===== src/include/rpxb_pkg.sv =====
// Functional notes
// - Two independent row pointers: one for readout, one for reset.
// - A row is reset again right after readout for double sampling.
// - Sampled reset level minus sampled signal cancels fixed pattern noise.
// - Pointers reach 4536 x 3024 active pixels plus 24 extra columns and rows.
// - Row and column pointers support subsampling modes chosen by configuration.
// - Each output amplifier is enabled or powered down individually by configuration.
// - Pixel 0,0 is green on a green-red row; colours map from there.
// - Crossbar routes green pixels always to the same output.
// - Crossbar is automatic (toggle per row clock) or manual from configuration.
// - In automatic mode, crossbar sync resets crossbar to its configured initial state.
// - With automatic mode, crossbar flips on every rising crossbar row clock that comes without crossbar sync.
// - Each rising pointer clock advances that pointer to the next row.
// - Sync sampled on rising pointer clock returns pointer to the first row.
package rpxb_pkg;
  localparam int ROW_W = 12;
  localparam int COL_W = 13;
  localparam int EXTRA_LINES = 24;
  localparam logic [ROW_W-1:0] ACTIVE_ROWS = 12'hBD0;
  localparam logic [COL_W-1:0] ACTIVE_COLS = 13'h11B8;
  localparam logic [ROW_W-1:0] LAST_ROW = 12'hBE7;
  localparam logic [COL_W-1:0] LAST_COL = 13'h11CF;
  localparam logic [4:0] ROW_STEP = 5'h01;
  localparam logic [4:0] COL_STEP = 5'h04;
  localparam logic [1:0] ROW_GROUP = 2'h2;
  localparam logic [1:0] COL_GROUP = 2'h1;
  // Register byte offsets
  localparam logic [7:0] OFF_CTRL = 8'h00;
  localparam logic [7:0] OFF_STATUS = 8'h04;
  localparam logic [7:0] OFF_ROWS = 8'h08;
  localparam logic [7:0] OFF_COL = 8'h0C;
  localparam logic [7:0] OFF_CDS = 8'h10;
  // Control fields
  localparam int F_XB_AUTO = 0;
  localparam int F_XB_INIT = 1;
  localparam int F_XB_MAN = 2;
  localparam int F_XSUB = 4;
  localparam int F_YSUB = 8;
  localparam int F_AMP = 12;
  localparam int ROWS_RST_POS = 16;
  localparam logic [15:0] CTRL_RESET = 16'hF101;
  localparam logic [15:0] CTRL_MASK = 16'hF777;
  // Subsample mode codes
  localparam logic [2:0] YS_FULL = 3'h1;
  localparam logic [2:0] YS_SKIP4 = 3'h3;
  localparam logic [2:0] YS_SKIP10 = 3'h5;
  localparam logic [2:0] XS_SKIP20 = 3'h3;
  localparam logic [2:0] XS_SKIP4 = 3'h4;
  localparam logic [2:0] XS_SKIP8 = 3'h5;
  typedef enum logic [1:0] {
    CLR_GREEN = 2'h0,
    CLR_RED = 2'h1,
    CLR_BLUE = 2'h2
  } rpxb_colour_type;
endpackage


===== src/rtl/rpxb_row_pointer.sv =====
`timescale 1ns/1ns
module rpxb_row_pointer
  import rpxb_pkg::*;
#(
  parameter int PTR_W = 12,
  parameter logic [PTR_W-1:0] ACTIVE = '0,
  parameter logic [PTR_W-1:0] LAST = '1
) (
  // Clock and reset
  input wire logic clk,
  input wire logic sysRst,
  input wire logic clkEn,
  // Pointer control
  input wire logic advance,
  input wire logic restart,
  input wire logic [4:0] unitStep,
  input wire logic [1:0] groupLen,
  input wire logic [4:0] skipUnits,
  // Position
  output logic [PTR_W-1:0] ptr_q
);
  logic [PTR_W-1:0] ptr_d;
  logic [1:0] grp_q;
  logic [1:0] grp_d;
  logic [PTR_W:0] sum;

  always_comb begin
    ptr_d = ptr_q;
    grp_d = grp_q;
    sum = {1'b0, ptr_q} + {{(PTR_W-4){1'b0}}, unitStep};
    if (advance) begin
      if (restart) begin
        ptr_d = '0;
        grp_d = 2'h0;
      end else begin
        // Extra lines beyond the active area never skip
        if (ptr_q < ACTIVE && grp_q == groupLen - 2'h1) begin
          sum = sum + {{(PTR_W-4){1'b0}}, skipUnits};
          grp_d = 2'h0;
        end else if (ptr_q < ACTIVE) begin
          grp_d = grp_q + 2'h1;
        end
        // Wrap keeps the pointer inside the addressable array
        ptr_d = (sum > {1'b0, LAST}) ? '0 : sum[PTR_W-1:0];
      end
    end
  end

  always_ff @(posedge clk) begin
    if (sysRst) begin
      ptr_q <= '0;
      grp_q <= 2'h0;
    end else if (clkEn) begin
      ptr_q <= ptr_d;
      grp_q <= grp_d;
    end
  end
endmodule


===== src/rtl/rpxb_top.sv =====
`timescale 1ns/1ns
module rpxb_top
  import rpxb_pkg::*;
#(
  parameter int PIX_W = 12
) (
  // Clock, reset, enable
  input wire logic clk,
  input wire logic sysRst,
  input wire logic clkEn,
  // Wishbone slave
  input wire logic wbCyc,
  input wire logic wbStb,
  input wire logic wbWe,
  input wire logic [7:0] wbAdr,
  input wire logic [3:0] wbSel,
  input wire logic [31:0] wbDatW,
  output logic [31:0] wbDatR,
  output logic wbAck,
  // Sensor timing pins from the camera controller
  input wire logic readoutRowClock,
  input wire logic readoutRowSync,
  input wire logic resetRowClock,
  input wire logic resetRowSync,
  input wire logic xbarRowClock,
  input wire logic xbarSync,
  input wire logic colClock,
  input wire logic colSync,
  input wire logic signalSampleHold,
  input wire logic resetLevelSampleHold,
  // Column level, already in this clock domain
  input wire logic [PIX_W-1:0] pixelLevel,
  // Row and column selection
  output logic [ROW_W-1:0] readRowAddr,
  output logic [ROW_W-1:0] resetRowAddr,
  output logic [COL_W-1:0] colAddr,
  output logic rowResetStrobe,
  output logic [ROW_W-1:0] rowResetAddr,
  // Corrected level
  output logic [PIX_W-1:0] correctedLevel,
  output logic correctedValid,
  // Output stage
  output logic xbarSwap,
  output logic [3:0] ampEnable,
  output logic [1:0] pixelColour
);
  localparam int NPIN = 10;

  // Pin synchronisers: meta feeds only stable
  logic [NPIN-1:0] pinRaw;
  logic [NPIN-1:0] meta_q;
  logic [NPIN-1:0] stable_q;
  logic [NPIN-1:0] prev_q;
  logic [NPIN-1:0] rise;
  assign pinRaw = {resetLevelSampleHold, signalSampleHold, colSync, colClock, xbarSync, xbarRowClock,
                   resetRowSync, resetRowClock, readoutRowSync, readoutRowClock};
  assign rise = stable_q & ~prev_q;

  always_ff @(posedge clk) begin
    if (sysRst) begin
      meta_q <= '0;
      stable_q <= '0;
      prev_q <= '0;
    end else if (clkEn) begin
      meta_q <= pinRaw;
      stable_q <= meta_q;
      prev_q <= stable_q;
    end
  end

  logic readRise;
  logic resetRise;
  logic xbarRise;
  logic colRise;
  logic sigHoldRise;
  logic rstHoldRise;
  assign readRise = rise[0];
  assign resetRise = rise[2];
  assign xbarRise = rise[4];
  assign colRise = rise[6];
  assign sigHoldRise = rise[8];
  assign rstHoldRise = rise[9];

  // Control register
  logic [15:0] ctrl_q;
  logic [15:0] ctrl_d;
  logic [31:0] datR_q;
  logic [31:0] datR_d;
  logic ack_q;
  logic ack_d;
  logic xbarAuto;
  logic [2:0] xSub;
  logic [2:0] ySub;
  assign xbarAuto = ctrl_q[F_XB_AUTO];
  assign xSub = ctrl_q[F_XSUB +: 3];
  assign ySub = ctrl_q[F_YSUB +: 3];

  // Row skip per Y mode: rows go in pairs; every mode but YS_FULL, 6 and 7 skips after each pair
  function automatic logic [4:0] ySkip(input logic [2:0] mode);
    case (mode)
      YS_FULL: ySkip = 5'h00;
      YS_SKIP4: ySkip = 5'h04;
      YS_SKIP10: ySkip = 5'h0A;
      3'h0, 3'h2, 3'h4: ySkip = 5'h02;
      default: ySkip = 5'h00;
    endcase
  endfunction

  // Column skip per X mode, after each group of four columns
  function automatic logic [4:0] xSkip(input logic [2:0] mode);
    case (mode)
      XS_SKIP20: xSkip = 5'h14;
      XS_SKIP4: xSkip = 5'h04;
      XS_SKIP8: xSkip = 5'h08;
      default: xSkip = 5'h00;
    endcase
  endfunction

  function automatic logic [1:0] colourAt(input logic rowOdd, input logic colOdd);
    if (!rowOdd) begin
      colourAt = colOdd ? CLR_RED : CLR_GREEN;
    end else begin
      colourAt = colOdd ? CLR_GREEN : CLR_BLUE;
    end
  endfunction

  // Pointers: readout, reset and column are fully independent
  logic [ROW_W-1:0] readPtr;
  logic [ROW_W-1:0] resetPtr;
  logic [COL_W-1:0] colPtr;

  rpxb_row_pointer #(.PTR_W(ROW_W), .ACTIVE(ACTIVE_ROWS), .LAST(LAST_ROW)) uReadPtr (
    .clk(clk),
    .sysRst(sysRst),
    .clkEn(clkEn),
    .advance(readRise),
    .restart(stable_q[1]),
    .unitStep(ROW_STEP),
    .groupLen(ROW_GROUP),
    .skipUnits(ySkip(ySub)),
    .ptr_q(readPtr)
  );

  rpxb_row_pointer #(.PTR_W(ROW_W), .ACTIVE(ACTIVE_ROWS), .LAST(LAST_ROW)) uResetPtr (
    .clk(clk),
    .sysRst(sysRst),
    .clkEn(clkEn),
    .advance(resetRise),
    .restart(stable_q[3]),
    .unitStep(ROW_STEP),
    .groupLen(ROW_GROUP),
    .skipUnits(ySkip(ySub)),
    .ptr_q(resetPtr)
  );

  rpxb_row_pointer #(.PTR_W(COL_W), .ACTIVE(ACTIVE_COLS), .LAST(LAST_COL)) uColPtr (
    .clk(clk),
    .sysRst(sysRst),
    .clkEn(clkEn),
    .advance(colRise),
    .restart(stable_q[7]),
    .unitStep(COL_STEP),
    .groupLen(COL_GROUP),
    .skipUnits(xSkip(xSub)),
    .ptr_q(colPtr)
  );

  assign readRowAddr = readPtr;
  assign resetRowAddr = resetPtr;
  assign colAddr = colPtr;

  // Crossbar, double sampling and row reset state
  logic xbar_q;
  logic xbar_d;
  logic [PIX_W-1:0] sig_q;
  logic [PIX_W-1:0] sig_d;
  logic [PIX_W-1:0] cds_q;
  logic [PIX_W-1:0] cds_d;
  logic cdsValid_q;
  logic cdsValid_d;
  logic rowRst_q;
  logic rowRst_d;
  logic [ROW_W-1:0] rowRstAddr_q;
  logic [ROW_W-1:0] rowRstAddr_d;
  logic [1:0] colour_q;
  logic [1:0] colour_d;

  always_comb begin
    xbar_d = xbar_q;
    if (!xbarAuto) begin
      xbar_d = ctrl_q[F_XB_MAN];
    end else if (xbarRise && stable_q[5]) begin
      xbar_d = ctrl_q[F_XB_INIT];
    end else if (xbarRise) begin
      // Alternate rows carry green on alternate lanes
      xbar_d = ~xbar_q;
    end
    sig_d = sigHoldRise ? pixelLevel : sig_q;
    cds_d = cds_q;
    cdsValid_d = 1'b0;
    if (rstHoldRise) begin
      // Video falls with light, so reset minus signal grows with light
      cds_d = (pixelLevel > sig_q) ? pixelLevel - sig_q : '0;
      cdsValid_d = 1'b1;
    end
    rowRst_d = sigHoldRise;
    rowRstAddr_d = sigHoldRise ? readPtr : rowRstAddr_q;
    colour_d = colourAt(readPtr[0], colPtr[0]);
  end

  always_ff @(posedge clk) begin
    if (sysRst) begin
      xbar_q <= 1'b0;
      sig_q <= '0;
      cds_q <= '0;
      cdsValid_q <= 1'b0;
      rowRst_q <= 1'b0;
      rowRstAddr_q <= '0;
      colour_q <= CLR_GREEN;
    end else if (clkEn) begin
      xbar_q <= xbar_d;
      sig_q <= sig_d;
      cds_q <= cds_d;
      cdsValid_q <= cdsValid_d;
      rowRst_q <= rowRst_d;
      rowRstAddr_q <= rowRstAddr_d;
      colour_q <= colour_d;
    end
  end

  assign xbarSwap = xbar_q;
  assign correctedLevel = cds_q;
  assign correctedValid = cdsValid_q;
  assign rowResetStrobe = rowRst_q;
  assign rowResetAddr = rowRstAddr_q;
  assign pixelColour = colour_q;
  assign ampEnable = ctrl_q[F_AMP +: 4];

  // Wishbone: ack one cycle after the request; writes land at the ack edge
  logic req;
  assign req = wbCyc && wbStb;

  always_comb begin
    ack_d = req && !ack_q;
    datR_d = datR_q;
    ctrl_d = ctrl_q;
    if (req && !ack_q) begin
      case (wbAdr)
        OFF_CTRL: datR_d = {16'h0000, ctrl_q};
        OFF_STATUS: datR_d = {29'h00000000, colour_q, xbar_q};
        OFF_ROWS: datR_d = {{(16-ROW_W){1'b0}}, resetPtr, {(16-ROW_W){1'b0}}, readPtr};
        OFF_COL: datR_d = {{(32-COL_W){1'b0}}, colPtr};
        OFF_CDS: datR_d = {{(32-PIX_W){1'b0}}, cds_q};
        default: datR_d = 32'h00000000;
      endcase
    end
    if (req && ack_q && wbWe && wbAdr == OFF_CTRL) begin
      if (wbSel[0]) begin
        ctrl_d[7:0] = wbDatW[7:0] & CTRL_MASK[7:0];
      end
      if (wbSel[1]) begin
        ctrl_d[15:8] = wbDatW[15:8] & CTRL_MASK[15:8];
      end
    end
  end

  always_ff @(posedge clk) begin
    if (sysRst) begin
      ctrl_q <= CTRL_RESET;
      datR_q <= 32'h00000000;
      ack_q <= 1'b0;
    end else if (clkEn) begin
      ctrl_q <= ctrl_d;
      datR_q <= datR_d;
      ack_q <= ack_d;
    end
  end

  assign wbDatR = datR_q;
  assign wbAck = ack_q;
endmodule


===== config.mk =====
export PLATFORM = sky130hd
export DESIGN_NAME = rpxb_top
export DESIGN_NICKNAME = d
export VERILOG_FILES = /design/src/include/rpxb_pkg.sv /design/src/rtl/rpxb_row_pointer.sv /design/src/rtl/rpxb_top.sv
export SDC_FILE = /design/constraint.sdc
export NUM_CORES = 1
export LEC_CHECK = 0
export BUFFER_PORTS_ARGS = -buffer_cell sky130_fd_sc_hd__buf_2
export CELL_PAD_IN_SITES_DETAIL_PLACEMENT = 1
export CELL_PAD_IN_SITES_GLOBAL_PLACEMENT = 1
export CORE_ASPECT_RATIO = 1.4
export CORE_MARGIN = 2
export CORE_UTILIZATION = 44
export DETAILED_ROUTE_END_ITERATION = 16
export GPL_TIMING_DRIVEN = 1
export PLACE_DENSITY_LB_ADDON = 0.1
export REMOVE_ABC_BUFFERS = 1
export SLEW_MARGIN = 20
export SYNTH_ARGS = -nofsm -noshare
export SYNTH_HDL_FRONTEND = slang
export SYNTH_SLANG_ARGS = --single-unit

===== constraint.sdc =====
create_clock -name clk -period 9.6 [get_ports clk]
set_clock_uncertainty 0.15 [all_clocks]
set_input_delay 1.92 -clock clk [delete_from_list [all_inputs] [get_ports clk]]
set_output_delay 1.92 -clock clk [all_outputs]
set_load 0.02 [all_outputs]

==> results.toml <==
[layout]
final_cells = 1412
final_area_um2 = 10020
syn2layout_area_growth_pct = 15.71
post-route-util = 0.5192
drive_above_1_share = 0.1856
nets = 1252
n_fill_cell = 2408
diodes = 0

[global_routing]
use_met2 = 0.4575
grt_antenna_before_repair = 0
met1_usage = 0.2931
grt_pass1_wl_um = 41700
grt_pass1_vias = 7987
grt_util_met3 = 0.04591
groute.usage.overall = 0.2536
overflow = 0
busiest_layer = "met2"
grt_max_degree = 67

[power]
power.switching_uw = 360.2
p_per_area_nw_per_um2 = 141.7
power_frac_clock = 0.491
peakVddDrop_v = 0.0001015
p_sw_frac = 0.2538
p_leak_nw = 4.153
total_power_mw = 1.419
intPower_mw = 1.059
p_seq_frac = 0.448
combPwrFrac = 0.061

[critical_path]
cp-start-kind = "input port"
end_kind = "flop"
worstSetupPathType = "in2reg"
cp_max_fo = 11
crit_arrival_ps = 4670
crit_required_ps = 9760

[clock_network]
post-cts-setup-buffer-count = 0
insertion_delay_ps = 430
path_clk_slew_ps = 60
cts_sinks = 150
cts_max_path_buffers = 2
clock-root-buffer = "clkbuf_16"
cts_resized = 0
cts_buffers = 17
h-tree-depth = 4
cts_hold_buf = 0
cts_tree = "built"

[synthesis]
synth_seq_cells = 150
synth_ff_type = "dfxtp_1"
synth.distinct_cells = 86
syn_inst = 1058
synth.cell_area_um2 = 8657
yosysWarnings = 0
synthArstFlopShare = 0
synth_edf_count = 0
synth-seq-area-share = 0.3469
syn_area_per_cell_um2 = 8.182

[status]
outcome = "complete, no violations"

[detailed_routing]
wl_um = 25950
ant_nets = 0
dr.first_iter.drc_count = 436
wl_per_cell_um = 18.38
vias_per_cell = 5.638
drt_pass1_iterations = 4
drc = 0
vias = 7961

[die]
coreArea_um2 = 19290
die_area_um2 = 20830
die_h_um = 170.0
die_x_um = 122.6
io_pins = 175
rows = 60
start_util = 0.4487

[place]
hpwl_um = 18930
place_ws_ps = 4636
portBuffers = 147
place.gp.congestion = 0.8872
dpl.cell_count = 1380
postPlaceCellArea_um2 = 9402

[sta]
tns_ps = 0
worst_slack_ps = 5087
holdWs_ps = 305.7
hold_violations = 0
fin_crit_sh = 0.4701
worst_pin_slew_ps = 890.4
drv_slew = 0
finalSetupViolations = 0
timing.fmax_ghz = 0.2216
min_period_ps = 4513
slew-limit-headroom = 0.4064
rsz0062_at_grt = "false"

[run]
cap_violations = 0

[hold_path]
hp-class = "reg2reg"
cell type report:
class	count	area, um^2	share of cell area
Clock buffer	18	429.2	0.04284
Clock inverter	14	181.4	0.01811
Tap cell	248	310.3	0.03098
Sequential cell	150	3003	0.2998
Timing Repair Buffer	154	790.8	0.07894
Inverter	38	142.6	0.01424
Multi-Input combinational cell	790	5160	0.5151
cell families (layout without fill, tap and decap cells):
group | Yosys count | in the layout | synth area share
compound gates | 246 | 246 | 0.2022
xor+xnor | 54 | 54 | 0.05680
fa+ha+maj | 29 | 29 | 0.04538
buf+inv | 123 | 224 | 0.05983
flops | 150 | 150 | 0.3469
mux | 59 | 59 | 0.07010
other cells | 1 | 6 | 0.0004332
simple gates | 396 | 396 | 0.2184
registers in the layout (all words and copies together), names as in the netlist, 2 cells and up:
| name | cells |
|---|---|
| sig_q | 12 |
| pixelColour | 2 |
| uReadPtr.grp_q | 2 |
| prev_q | 6 |
| meta_q | 10 |
| wbDatR | 28 |
| ctrl_q | 13 |
| rowResetAddr | 12 |
| uResetPtr.grp_q | 2 |
| uColPtr.ptr_q | 11 |
| correctedLevel | 12 |
| stable_q | 10 |
| uResetPtr.ptr_q | 12 |
| uColPtr.grp_q | 2 |
| uReadPtr.ptr_q | 12 |
cell usage after synthesis, types with 3 or more instances:
library cell,instances,share of area
dfxtp_1,150,0.35
nor2_1,126,0.055
nand2_1,122,0.053
a21oi_1,70,0.040
clkbuf_1,61,0.026
mux2i_1,55,0.064
a22oi_1,40,0.035
inv_1,38,0.016
xnor2_1,33,0.033
nand3_1,26,0.015
ha_1,25,0.036
nor3_1,24,0.014
o21ai_0,23,0.013
xor2_1,20,0.020
a21o_1,12,0.010
nand2b_1,12,0.0087
nand4_1,12,0.0087
a22o_1,11,0.011
and2_1,10,0.0072
buf_4,10,0.0087
o211ai_1,10,0.0087
buf_2,9,0.0052
nand3b_1,9,0.0078
a31oi_1,8,0.0058
nor4_1,8,0.0058
o21ai_1,8,0.0046
and4_1,6,0.0061
a211oi_1,5,0.0043
nor2b_1,5,0.0036
o21a_1,5,0.0043
and3_1,4,0.0029
buf_1,4,0.0017
fa_1,4,0.0093
nor3b_1,4,0.0035
o22ai_1,4,0.0029
o31ai_1,4,0.0035
or2_2,4,0.0029
or3_1,4,0.0029
a221oi_1,3,0.0030
a32o_1,3,0.0035
a32oi_1,3,0.0030
mux2_2,3,0.0039
nand4b_1,3,0.0030
o211a_1,3,0.0035
or3_4,3,0.0039
layout by cell type, fill, tap and decap left out, types with 8 or more instances in the layout:
cell,n
o21ai_1,8
nor3_1,24
xor2_1,20
ha_1,25
xnor2_1,33
buf_2,146
dfxtp_1,150
clkbuf_16,17
o211ai_1,10
buf_4,8
nor2_1,126
a31oi_1,8
nand3_1,26
a22o_1,11
nor4_1,8
nand2b_1,12
nand3b_1,9
a22oi_1,40
inv_1,38
a21o_1,12
mux2i_1,55
and2_1,10
o21ai_0,23
nand4_1,12
nand2_1,122
a21oi_1,70
path summary, 6_finish.rpt:
check	start	to	slack (ps)	cells past startpoint
min	sig_q[9]	sig_q[9]	310	2
max	pixelLevel[0]	correctedLevel[10]	5090	13
min reg2reg	sig_q[9]	sig_q[9]	310	2
max reg2reg	uResetPtr.ptr_q[0]	uResetPtr.ptr_q[4]	5550	11
worst max-delay path: stages:
cell and delay (ps):
buf_2 110, inv_1 50, ha_1 160, inv_1 50, fa_1 400, a21o_1 180, a21oi_1 240, o21bai_1 140
a2111o_1 470, a311oi_1 340, a211oi_2 180, and2_1 230, a32o_1 210
power groups by stage:
stage / clock network (mW) / logic, mW / registers [mW]
6_report: 0.697 / 0.0869 / 0.635
2_1_floorplan: 0 / 0.0458 / 0.649
5_1_grt: 0.738 / 0.0965 / 0.636
3_5_place_dp: 0 / 0.0870 / 0.650
4_1_cts: 0.711 / 0.0879 / 0.635
3_3_place_gp: 0 / 0.0856 / 0.649
metal layers:
layer  part of all wire  wire length, um
met1               0.42            10780
met2               0.52            13490
met3              0.036              923
met4              0.029              748
met5                  0                0
Note: power is estimated with default switching activity, not from simulation.
